===== src/include/amx_pkg.sv =====
// package for the multiplexed acquisition serial sequencer
// assumes one 100 MHz core clock shared by both ends of the link
// Contract
// - results are 16-bit two's complement counts
// - downstream channel frames open on the upstream sync
// - each direction: bit clock, data, load
// - channel shifts into byte register, drives mux
// - host output channel carries only channel selections
// - one bit clock times converter and link
// - device drives clock, host returns it
// - conversion pulse divided, at least 72 ticks
// - slower rates allowed, decimation preferred
// - sync follows each conversion command; here only when the fifo holds a result
// - sync is input load, result then sent
// - host ties output load to input load
// - result lags its channel by three pulses
// - first pulse: channel shifts in, mux settles
// - second pulse: selected channel is sampled
// - third pulse: converted value is transmitted
// - 12-bit up counter, pulse on wrap
// - low three bits tier one, high tier two
package amx_pkg;
   localparam int unsigned CORE_HZ        = 100_000_000;
   localparam int unsigned BIT_HZ         = 10_000_000;
   // half period of the bit clock in core cycles
   localparam int unsigned BIT_HALF       = CORE_HZ / BIT_HZ / 2;
   localparam int unsigned RESULT_W       = 16;
   localparam int unsigned CHAN_W         = 6;
   localparam int unsigned CHREG_W        = 8;
   localparam int unsigned TIER_W         = 3;
   localparam int unsigned DIV_W          = 12;
   localparam int unsigned MIN_TICKS      = 72;
   // start count so that the counter wraps every 72 ticks
   localparam logic [11:0] DIV_START_RST  = 12'hFB8;
   localparam logic [15:0] FULL_POS       = 16'h7FFF;
   localparam logic [15:0] FULL_NEG       = 16'h8000;
   localparam int unsigned FIFO_DEPTH     = 4;
   localparam int unsigned LAG_PULSES     = 3;
   typedef logic [RESULT_W-1:0] amx_result_t;
   typedef logic [CHAN_W-1:0]   amx_chan_t;
endpackage


===== src/include/amx_link_if.sv =====
// three-wire serial link, one group each direction
// assumes both ends sit in the same core clock domain
interface amx_link_if;
   logic bitClk;      // device makes it
   logic retClk;      // host returns it
   logic upData;      // result toward host
   logic upLoad;      // input load strobe (sync)
   logic downData;    // channel toward device
   logic downLoad;    // output load strobe
   modport device (output bitClk, output upData, output upLoad,
                   input retClk, input downData, input downLoad);
   modport host   (input bitClk, input upData, input upLoad,
                   output retClk, output downData, output downLoad);
endinterface


===== src/design/amx_fifo.sv =====
// small synchronous FIFO with valid/ready on both sides
// assumes a single clock and async active-low reset
module amx_fifo #(
   parameter int unsigned WIDTH = 16,
   parameter int unsigned DEPTH = 4
) (
   input  wire logic             core_clk,
   input  wire logic             resetn,
   input  wire logic [WIDTH-1:0] inData,
   input  wire logic             inValid,
   output logic                  inReady,
   output logic [WIDTH-1:0]      outData,
   output logic                  outValid,
   input  wire logic             outReady
);
   localparam int unsigned AW = (DEPTH > 1) ? $clog2(DEPTH) : 1;
   logic [WIDTH-1:0] mem [DEPTH];
   logic [AW-1:0]    wrPtr_q;
   logic [AW-1:0]    rdPtr_q;
   logic [AW:0]      count_q;
   logic             push;
   logic             pop;
   logic [AW:0]      countNext;
   logic             inReady_q;

   // ready is registered so that the refusal comes straight from a flop
   assign countNext = count_q + (AW+1)'(push) - (AW+1)'(pop);
   assign inReady  = inReady_q;
   assign outValid = (count_q != '0);
   assign outData  = mem[rdPtr_q];
   assign push     = inValid && inReady;
   assign pop      = outValid && outReady;

   always_ff @(posedge core_clk) begin
      if (push) begin
         mem[wrPtr_q] <= inData;
      end
   end

   always_ff @(posedge core_clk or negedge resetn) begin
      if (!resetn) begin
         wrPtr_q <= '0;
         rdPtr_q <= '0;
         count_q <= '0;
         inReady_q <= 1'b1;
      end else begin
         if (push) begin
            wrPtr_q <= (wrPtr_q == AW'(DEPTH-1)) ? '0 : wrPtr_q + 1'b1;
         end
         if (pop) begin
            rdPtr_q <= (rdPtr_q == AW'(DEPTH-1)) ? '0 : rdPtr_q + 1'b1;
         end
         count_q   <= countNext;
         inReady_q <= (countNext != (AW+1)'(DEPTH));
      end
   end
endmodule


===== src/design/amx_device.sv =====
// acquisition board end: bit clock, rate divider, result sender,
// channel receiver and multiplexer address
// assumes the host returns the bit clock and ties its load strobes
module amx_device
   import amx_pkg::*;
#(
   parameter logic [11:0] DIV_START = amx_pkg::DIV_START_RST,
   parameter int unsigned DEPTH     = amx_pkg::FIFO_DEPTH
) (
   input  wire logic          core_clk,
   input  wire logic          resetn,
   amx_link_if.device         link,
   input  wire amx_pkg::amx_result_t convData,
   input  wire logic          convValid,
   output logic               convReady,
   output logic               convPulse,
   output logic [2:0]         muxLow,
   output logic [2:0]         muxHigh
);
   import amx_pkg::*;

   // ************************************************************
   // bit clock generation
   // ************************************************************
   logic [3:0] halfCnt_q;
   logic       bitClk_q;
   logic       riseTick;
   logic       fallTick;

   assign riseTick = (halfCnt_q == 4'(BIT_HALF-1)) && !bitClk_q;
   assign fallTick = (halfCnt_q == 4'(BIT_HALF-1)) && bitClk_q;

   always_ff @(posedge core_clk or negedge resetn) begin
      if (!resetn) begin
         halfCnt_q <= '0;
         bitClk_q  <= 1'b0;
      end else if (halfCnt_q == 4'(BIT_HALF-1)) begin
         halfCnt_q <= '0;
         bitClk_q  <= !bitClk_q;
      end else begin
         halfCnt_q <= halfCnt_q + 4'h1;
      end
   end

   // ************************************************************
   // conversion rate divider
   // ************************************************************
   logic [DIV_W-1:0] divCnt_q;
   logic             wrap;
   logic             convPulse_q;

   assign wrap = riseTick && (divCnt_q == 12'hFFF);

   always_ff @(posedge core_clk or negedge resetn) begin
      if (!resetn) begin
         divCnt_q    <= DIV_START;
         convPulse_q <= 1'b0;
      end else begin
         convPulse_q <= wrap;
         if (wrap) begin
            divCnt_q <= DIV_START;
         end else if (riseTick) begin
            divCnt_q <= divCnt_q + 12'h001;
         end
      end
   end
   assign convPulse = convPulse_q;

   // ************************************************************
   // result buffering and upstream sender
   // ************************************************************
   amx_result_t fifoData;
   logic        fifoValid;
   logic        fifoPop;

   // converter results wait here; the sender drains one per frame
   amx_fifo #(.WIDTH(RESULT_W), .DEPTH(DEPTH)) i_amx_fifo (
      .core_clk (core_clk),
      .resetn   (resetn),
      .inData   (convData),
      .inValid  (convValid),
      .inReady  (convReady),
      .outData  (fifoData),
      .outValid (fifoValid),
      .outReady (fifoPop)
   );

   typedef enum logic [1:0] {UP_IDLE, UP_SYNC, UP_SHIFT} amx_up_t;
   amx_up_t     upState_q;
   amx_result_t upShift_q;
   logic [4:0]  upBits_q;
   logic        upLoad_q;
   logic        upData_q;
   logic        armed_q;

   assign fifoPop = (upState_q == UP_IDLE) && armed_q && fifoValid
                    && fallTick;

   // a pulse arms one frame; frames change on falling bit clock edges
   always_ff @(posedge core_clk or negedge resetn) begin
      if (!resetn) begin
         armed_q <= 1'b0;
      end else if (convPulse_q) begin
         armed_q <= 1'b1;
      end else if (fifoPop) begin
         armed_q <= 1'b0;
      end
   end

   always_ff @(posedge core_clk or negedge resetn) begin
      if (!resetn) begin
         upState_q <= UP_IDLE;
         upShift_q <= '0;
         upBits_q  <= '0;
         upLoad_q  <= 1'b0;
         upData_q  <= 1'b0;
      end else if (fallTick) begin
         unique case (upState_q)
            UP_IDLE: begin
               if (armed_q && fifoValid) begin
                  upShift_q <= fifoData;
                  upLoad_q  <= 1'b1;
                  upState_q <= UP_SYNC;
               end
            end
            UP_SYNC: begin
               upLoad_q  <= 1'b0;
               upData_q  <= upShift_q[RESULT_W-1];
               upShift_q <= {upShift_q[RESULT_W-2:0], 1'b0};
               upBits_q  <= 5'h01;
               upState_q <= UP_SHIFT;
            end
            UP_SHIFT: begin
               if (upBits_q == 5'(RESULT_W)) begin
                  upData_q  <= 1'b0;
                  upState_q <= UP_IDLE;
               end else begin
                  upData_q  <= upShift_q[RESULT_W-1];
                  upShift_q <= {upShift_q[RESULT_W-2:0], 1'b0};
                  upBits_q  <= upBits_q + 5'h01;
               end
            end
         endcase
      end
   end

   assign link.bitClk = bitClk_q;
   assign link.upData = upData_q;
   assign link.upLoad = upLoad_q;

   // ************************************************************
   // downstream channel receiver
   // ************************************************************
   logic [1:0] rclkSync_q;
   logic [1:0] dataSync_q;
   logic [1:0] loadSync_q;
   logic       rclkPrev_q;
   logic       loadPrev_q;
   logic       rclkRise;

   always_ff @(posedge core_clk or negedge resetn) begin
      if (!resetn) begin
         rclkSync_q <= '0;
         dataSync_q <= '0;
         loadSync_q <= '0;
         rclkPrev_q <= 1'b0;
         loadPrev_q <= 1'b0;
      end else begin
         rclkSync_q <= {rclkSync_q[0], link.retClk};
         dataSync_q <= {dataSync_q[0], link.downData};
         loadSync_q <= {loadSync_q[0], link.downLoad};
         rclkPrev_q <= rclkSync_q[1];
         loadPrev_q <= loadSync_q[1];
      end
   end
   assign rclkRise = rclkSync_q[1] && !rclkPrev_q;

   logic [CHREG_W-1:0] chShift_q;
   logic [3:0]         chBits_q;
   logic               inFrame_q;
   logic [CHAN_W-1:0]  muxAddr_q;

   // the load strobe opens a frame; bits are taken on returned rises
   // the rise under the strobe carries no bit, so it is skipped
   always_ff @(posedge core_clk or negedge resetn) begin
      if (!resetn) begin
         chShift_q <= '0;
         chBits_q  <= '0;
         inFrame_q <= 1'b0;
         muxAddr_q <= '0;
      end else begin
         if (loadSync_q[1] && !loadPrev_q) begin
            inFrame_q <= 1'b1;
            chBits_q  <= '0;
         end else if (inFrame_q && rclkRise && !loadSync_q[1]
                      && chBits_q != 4'(CHREG_W)) begin
            chShift_q <= {chShift_q[CHREG_W-2:0], dataSync_q[1]};
            chBits_q  <= chBits_q + 4'h1;
         end else if (inFrame_q && chBits_q == 4'(CHREG_W)
                      && !loadSync_q[1]) begin
            // top two bits of the byte are dropped
            muxAddr_q <= chShift_q[CHAN_W-1:0];
            inFrame_q <= 1'b0;
         end
      end
   end

   assign muxLow  = muxAddr_q[TIER_W-1:0];
   assign muxHigh = muxAddr_q[CHAN_W-1:TIER_W];
endmodule


===== src/flat_wrapper.sv =====
// flat-port wrapper written by rule: the top's interface ports become plain ports
module amx_device_flat import amx_pkg::*;
#(
   parameter logic [11:0] DIV_START = amx_pkg::DIV_START_RST,
   parameter int unsigned DEPTH     = amx_pkg::FIFO_DEPTH
)
  (core_clk, resetn, convData, convValid, convReady, convPulse, muxLow, muxHigh, link_bitClk, link_upData, link_upLoad, link_retClk, link_downData, link_downLoad);
  amx_link_if link_i ();
  input  wire logic core_clk;
  input  wire logic resetn;
  input  wire amx_pkg::amx_result_t convData;
  input  wire logic convValid;
  output logic convReady;
  output logic convPulse;
  output logic [2:0] muxLow;
  output logic [2:0] muxHigh;
  output wire logic [$bits(link_i.bitClk)-1:0] link_bitClk;
  output wire logic [$bits(link_i.upData)-1:0] link_upData;
  output wire logic [$bits(link_i.upLoad)-1:0] link_upLoad;
  input wire logic [$bits(link_i.retClk)-1:0] link_retClk;
  input wire logic [$bits(link_i.downData)-1:0] link_downData;
  input wire logic [$bits(link_i.downLoad)-1:0] link_downLoad;
  assign link_bitClk = link_i.bitClk;
  assign link_upData = link_i.upData;
  assign link_upLoad = link_i.upLoad;
  assign link_i.retClk = link_retClk;
  assign link_i.downData = link_downData;
  assign link_i.downLoad = link_downLoad;
  amx_device #(.DIV_START(DIV_START), .DEPTH(DEPTH)) u_core (.core_clk(core_clk), .resetn(resetn), .link(link_i), .convData(convData), .convValid(convValid), .convReady(convReady), .convPulse(convPulse), .muxLow(muxLow), .muxHigh(muxHigh));
endmodule

===== config.mk =====
export PLATFORM = sky130hd
export DESIGN_NAME = amx_device_flat
export DESIGN_NICKNAME = d
export VERILOG_FILES = /design/src/include/amx_pkg.sv /design/src/include/amx_link_if.sv /design/src/design/amx_fifo.sv /design/src/design/amx_device.sv /design/src/flat_wrapper.sv
export SDC_FILE = /design/constraint.sdc
export NUM_CORES = 1
export LEC_CHECK = 0
export ABC_CLOCK_PERIOD_IN_PS = 2900
export BUFFER_PORTS_ARGS = -buffer_cell sky130_fd_sc_hd__buf_4
export CAP_MARGIN = 20
export CORE_ASPECT_RATIO = 0.6
export CORE_MARGIN = 1
export CORE_UTILIZATION = 40
export DETAILED_ROUTE_END_ITERATION = 8
export RECOVER_POWER = 25
export SETUP_SLACK_MARGIN = 0.15
export SLEW_MARGIN = 10
export SYNTH_ARGS = -nofsm -noshare
export SYNTH_HDL_FRONTEND = slang
export SYNTH_SLANG_ARGS = --single-unit

===== constraint.sdc =====
create_clock -name core_clk -period 2.9 [get_ports core_clk]
set_input_delay 0.435 -clock core_clk [delete_from_list [all_inputs] [get_ports core_clk]]
set_output_delay 0.435 -clock core_clk [all_outputs]
set_load 0.01 [all_outputs]

Word-level counts from Yosys, hierarchy flattened --
Memory sizes are Yosys's and may differ from the RTL's. Index checks and enable logic that the tools add are counted.
Word-level totals: flip-flop bits (word level) 77, bits in latches 0, bits in writable memories 64, bits in read-only memories 0, word-level logic and storage cells 110, memories 1
Memory list:
- u_core.i_amx_fifo.mem | words 4, width 16, read ports 1, clocked after memory_dff 0, wr ports 1, RTL line amx_fifo.sv:17 | logic [WIDTH-1:0] mem [DEPTH];
Operators by class: add/sub/neg operators 8, multiply operators 0, div/mod/pow operators 0, order comparisons 0, equality and inequality tests 14, shift-type cells 0, multiplexer cells 26, bitwise logic cells 2, reductions and logical operators 36
Operators with widths (count):
- case mux 16 bit (3 select lines) | 1
- two-way mux 16 bit | 2
- two-way mux 12 bit | 2
- logical AND 1 bit | 16
- AND reduction 3 bit | 5
- adder 12 x 1 -> 12 bit (second input constant) | 1
- equality test 12 bit (second input constant) | 1
- two-way mux 4 bit | 3
- nonzero test 2 bit | 6
- case mux 5 bit (2 select lines) | 1
- two-way mux 1 bit | 9
- adder 4 x 1 -> 4 bit (second input constant) | 2
- two-way mux 2 bit | 4
- equality test 2 bit (second input constant) | 3
- case mux 2 bit (3 select lines) | 1
- AND reduction 2 bit | 3
- adder 5 x 1 -> 5 bit (second input constant) | 1
- equality test 5 bit (second input constant) | 1
- two-way mux 5 bit | 1
- adder 2 x 1 -> 2 bit (second input constant) | 2
- equality test 4 x 3 -> 1 bit (second input constant) | 1
- equality test 4 bit (second input constant) | 1
- zero test 1 bit | 4
- != test 2 x 1 -> 1 bit (second input constant) | 2
- 10 further kinds | 13

Longest topological paths before layout --
word-level depth 7, depth in mapped cells 12, mapped depth without buffers 11

Modules after synthesis --
From an unflattened synthesis, not the netlist that was laid out.
Second synthesis, totals: cell total of the unflattened synthesis 395, area, all modules 5954.5 um^2
Modules (own cells, without submodules):
- amx_device | times used 1, cells each 273, area an instance 3144.3 um^2
- amx_fifo | times used 1, cells each 122, area an instance 2810.2 um^2

Worst setup path after synthesis --
Ideal clock, no wire load.
path type register to register, start register u_core.halfCnt_q[0], end register u_core.i_amx_fifo.inReady_q (netlist: u_core.i_amx_fifo.inReady), setup time 83 ps, data arrival time 2284 ps, path slack 533 ps, stages on the path, launching flop included 13, buffers on the path 1, period minus slack after synthesis 2367 ps, cell sequence dfrtp_1 inv_1 ha_1 and4b_1 buf_2 nand3_1 inv_1 ha_1 inv_1 ha_1 fa_1 xnor2_1 nand2_1
Between the ends: longest elaborated chain between the ends 6
Ends and longest elaborated chain:
- start, declared | RTL line amx_device.sv:25 | logic [3:0] halfCnt_q;
- start signal, assigned | RTL line amx_device.sv:41 | halfCnt_q <= halfCnt_q + 4'h1;
- equality test 4 x 3 -> 1 bit | RTL line amx_device.sv:31 | assign fallTick = (halfCnt_q == 4'(BIT_HALF-1)) && bitClk_q;
- logical AND 1 bit | RTL line amx_device.sv:31
- logical AND 1 bit | RTL line amx_device.sv:97 | && fallTick;
- logical AND 1 bit | RTL line amx_fifo.sv:32 | assign pop = outValid && outReady;
- via u_core.i_amx_fifo.pop | RTL line amx_fifo.sv:22 | logic pop;
- subtractor 3 x 1 -> 3 bit | RTL line amx_fifo.sv:27 | assign countNext = count_q + (AW+1)'(push) - (AW+1)'(pop);
- via u_core.i_amx_fifo.countNext[2] | RTL line amx_fifo.sv:23 | logic [AW:0] countNext;
- != test 3 bit | RTL line amx_fifo.sv:54 | inReady_q <= (countNext != (AW+1)'(DEPTH));
- end signal, assigned | RTL line amx_fifo.sv:54
- end, declared | RTL line amx_fifo.sv:24 | logic inReady_q;
The timed path passes the listed nets, and every way through them passes these cells. A chain may end at the register's enable or synchronous reset.

Worst setup path in the final report --
Ends and elaborated chain as after synthesis.

==> flow_metrics.tcl <==
set metrics [dict create \
    crit_path_top_delay_cell "sky130_fd_sc_hd__dfrtp_1" \
    core-area_um2 14510 \
    leakage_nw 2.816 \
    layout.filler_cells 1251 \
    wl_per_cell_um 15.26 \
    timing.critical_path.max_delay_family "adder cells" \
    fin_util_pct 48.29 \
    drv_cap 0 \
    vias_in_the_first_global_route 3411 \
    end_kind "flip-flop" \
    synth_top_cells_by_area "sky130_fd_sc_hd__edfxtp_1 32%, sky130_fd_sc_hd__dfrtp_1 29%, sky130_fd_sc_hd__mux2_2 8.7%" \
    min_period_ns 2.512 \
    grt_start_max_net_pins 78 \
    critPathLaunchType "flip-flop" \
    postSynthRegisterBits 141 \
    avg_synthesized_cell_area_um2 13.81 \
    maxClockFrequency_mhz 398.0 \
    synth.net_count 472 \
    clock_tree_from_tritoncts "built" \
    buffer_ports.inserted 32 \
    async_flop_share_pct 54.61 \
    die_extent_in_y_um 96.48 \
    placedInstanceArea_um2 6439 \
    vias_per_cell 4.978 \
    vias 3425 \
    yosys.cell_types.count 52 \
    global_route.usage.total_pct 14.84 \
    r2r_setup_slk_ns 0.39 \
    report.final.hold_viol_count 0 \
    worst-setup-path-type "reg -> reg" \
    timing.critical_path.fanout_max 7 \
    detailedRoute.firstPassIterationCount 4 \
    grt_util_met3_pct 3.841 \
    setup_total_negative_slack_ns 0 \
    number_of_antenna_violations_at_the_first_check_in_global_routing 0 \
    timing.slew.headroom_pct 36.98 \
    die_width_um 159.5 \
    clockRootBuffer "sky130_fd_sc_hd__clkbuf_16" \
    antenna_cells_inserted 0 \
    fin_total_pwr_mw 5.082 \
    final_max_slew_viol_count 0 \
    critPathRequiredTime_ns 3.23 \
    synth_area_um2 5951 \
    top_usage_layer "met2" \
    drive_above_1_share_pct 24.90 \
    most_common_cell_in_the_synthesized_netlist "sky130_fd_sc_hd__dfrtp_1" \
    synthCells 431 \
    clk_transition_reported_paths_ns 0.06 \
    gr_layer_usage_met1_pct 20.92 \
    place.gp.congestion 0.7609 \
    cts.path.max_buffers 2 \
    yosysWarnings 0 \
    finalNetCount 518 \
    cts-buffers-inserted 17 \
    floorplan.initialDensity_pct 41.02 \
    synth_top_area_cell "sky130_fd_sc_hd__edfxtp_1" \
    rows 34 \
    finClkSkew_ns 0.01032 \
    setup_viol 0 \
    die_area_um2 15390 \
    worst-path-buf-inv 3 \
    grt_setup_unrepaired "no" \
    synth_edf_count 64 \
    gr-usage-met2_pct 22.02 \
    synth_ff_type "sky130_fd_sc_hd__dfrtp_1" \
    netlist_top_cells_count "68 x sky130_fd_sc_hd__dfrtp_1, 64 x sky130_fd_sc_hd__edfxtp_1, 46 x sky130_fd_sc_hd__mux2_2" \
    dpl_hpwl_um 6705 \
    routed_wl_um 10500 \
    globalRoute.totalOverflow 0 \
    critical_path_s_largest_stage_delay_ns 0.39 \
    path_cells "inv_1 -> ha_1 -> and4b_2 -> nand3_2 -> inv_1 -> ha_1 -> inv_1 -> ha_1 -> fa_1 -> xnor2_1 -> nand2_1" \
    final.period_utilization_pct 86.63 \
    status "finished, final reports clean" \
    clock_sink_count 141 \
    synth_seq_area_share_pct 64.87 \
    power_per_cell_area_nw_per_um2 725.5 \
    detail_route.drc_violations 0 \
    io_pins 33 \
    worst-endpoint-arrival_ns 2.84 \
    drt.antenna.violating_nets 0 \
    design_area_um2 7005 \
    largest_vdd_supply_drop_mv 0.3784 \
    synthDominantCellAreaShare_pct 32.30 \
    hp-class "in -> reg" \
    grt_first_pass_wirelength_um 17420 \
    ctsHtreeMaxLevel 4 \
    clkLatencyLatePin_ns 0.41 \
    worst-slew-pin-transition_ns 0.9452 \
    drt_iter0_drc 225 \
    layout-area-overhead-vs-synth_pct 17.73 \
]
final timing paths:
check | start | to | cells after the start
min in group asynchronous | resetn | u_core.divCnt_q[1]$_DFFE_PN0P_ | 2
max | u_core.halfCnt_q[0]$_DFF_PN0_ | u_core.i_amx_fifo.inReady$_DFF_PN1_ | 11
min | link_downLoad | u_core.loadSync_q[0]$_DFF_PN0_ | 1
max reg2reg | u_core.halfCnt_q[0]$_DFF_PN0_ | u_core.i_amx_fifo.inReady$_DFF_PN1_ | 11
min reg2reg | u_core.rclkSync_q[0]$_DFF_PN0_ | u_core.rclkSync_q[1]$_DFF_PN0_ | 0
max in group asynchronous | resetn | u_core.divCnt_q[3]$_DFFE_PN1P_ | 3
flip-flops by register name, indices dropped and copies added, names as in the netlist, 2 cells and up:
name,count
u_core.i_amx_fifo.wrPtr_q,2
u_core.muxAddr_q,6
u_core.loadSync_q,2
u_core.dataSync_q,2
u_core.i_amx_fifo.rdPtr_q,2
u_core.i_amx_fifo.mem,64
u_core.upState_q,2
u_core.chBits_q,4
u_core.rclkSync_q,2
u_core.chShift_q,6
u_core.upBits_q,5
u_core.upShift_q,16
u_core.i_amx_fifo.count_q,3
u_core.divCnt_q,12
u_core.halfCnt_q,4
power by group:
group          leakage (nW)  switching (mW)  internal, mW
Sequential             1.56          0.0986          2.37
Clock                 0.285           0.855          1.28
Combinational         0.967           0.276         0.204
Total                  2.82            1.23          3.85
cells in the final DEF, fill, tap and decap left out, drive strengths merged, types with 3 or more instances in the layout:
cell / count
nor3: 6
o21ai: 15
and3: 6
a21oi: 5
ha: 18
o22ai: 15
a21o: 4
nand3: 11
nor2: 11
o31ai: 15
buf: 20
nor2b: 17
edfxtp: 64
mux2i: 3
dfrtp: 68
inv: 24
nand2b: 5
clkbuf: 38
nand2: 41
clkinv: 6
nand4: 5
xor2: 4
mux2: 47
xnor2: 4
dfstp: 9
cells by family (layout without fill, tap and decap cells):
kind of cell / after synthesis / after routing / synth area share [%]
buffers and inverters: 33 / 92 / 2.292
multiplexers: 51 / 51 / 9.777
AO/OA/AOI/OAI: 65 / 65 / 7.275
XOR/XNOR: 8 / 8 / 1.177
AND/OR/NAND/NOR: 114 / 114 / 10.49
flip-flops: 141 / 141 / 64.87
adder cells (fa/ha/maj): 19 / 19 / 4.121
cell type report:
| cell class | count | area [um^2] | share of cell area (%) |
|---|---|---|---|
| Timing Repair Buffer | 41 | 279.0 | 3.983 |
| Multi-Input combinational cell | 257 | 1961 | 27.99 |
| Tap cell | 198 | 247.7 | 3.536 |
| Clock inverter | 14 | 157.7 | 2.250 |
| Inverter | 19 | 71.32 | 1.018 |
| Clock buffer | 18 | 429.2 | 6.126 |
| Sequential cell | 141 | 3860 | 55.10 |
worst reg2reg max path, delay by kind of cell, from the launching register on:
family	cells	cell delay [ns]
buffers and inverters	3	0.19
adder cells (fa/ha/maj)	4	1.08
XOR/XNOR	1	0.23
AND/OR/NAND/NOR	3	0.55
flip-flops	1	0.39
per-layer routing:
metal / vias to the layer above / share of wire, %
met5: - / 0
met4: 0 / 0.62
met3: 8 / 2.8
met2: 44 / 44
met1: 1708 / 53
li1: 1665 / -
metrics by stage:
| step | std cells | hold slack, ns | worst slack [ns] |
|---|---|---|---|
| after floorplan | 431 | 0.1394 | 0.5335 |
| after global placement | 654 | 0.3371 | 0.4285 |
| after detailed placement | 654 | 0.3364 | 0.3069 |
| after CTS | 686 | 0.1139 | 0.2947 |
| after global routing | 688 | 0.1334 | 0.1847 |
| final | 688 | 0.1525 | 0.3877 |
repair_timing:
action,4_1_cts,5_1_grt
setup buffers,0,0
endpoints found under the setup margin,0,2
resized for setup,0,2
hold endpoints to repair,0,9
hold buffers,0,1
(Power assumes the default switching activity.)
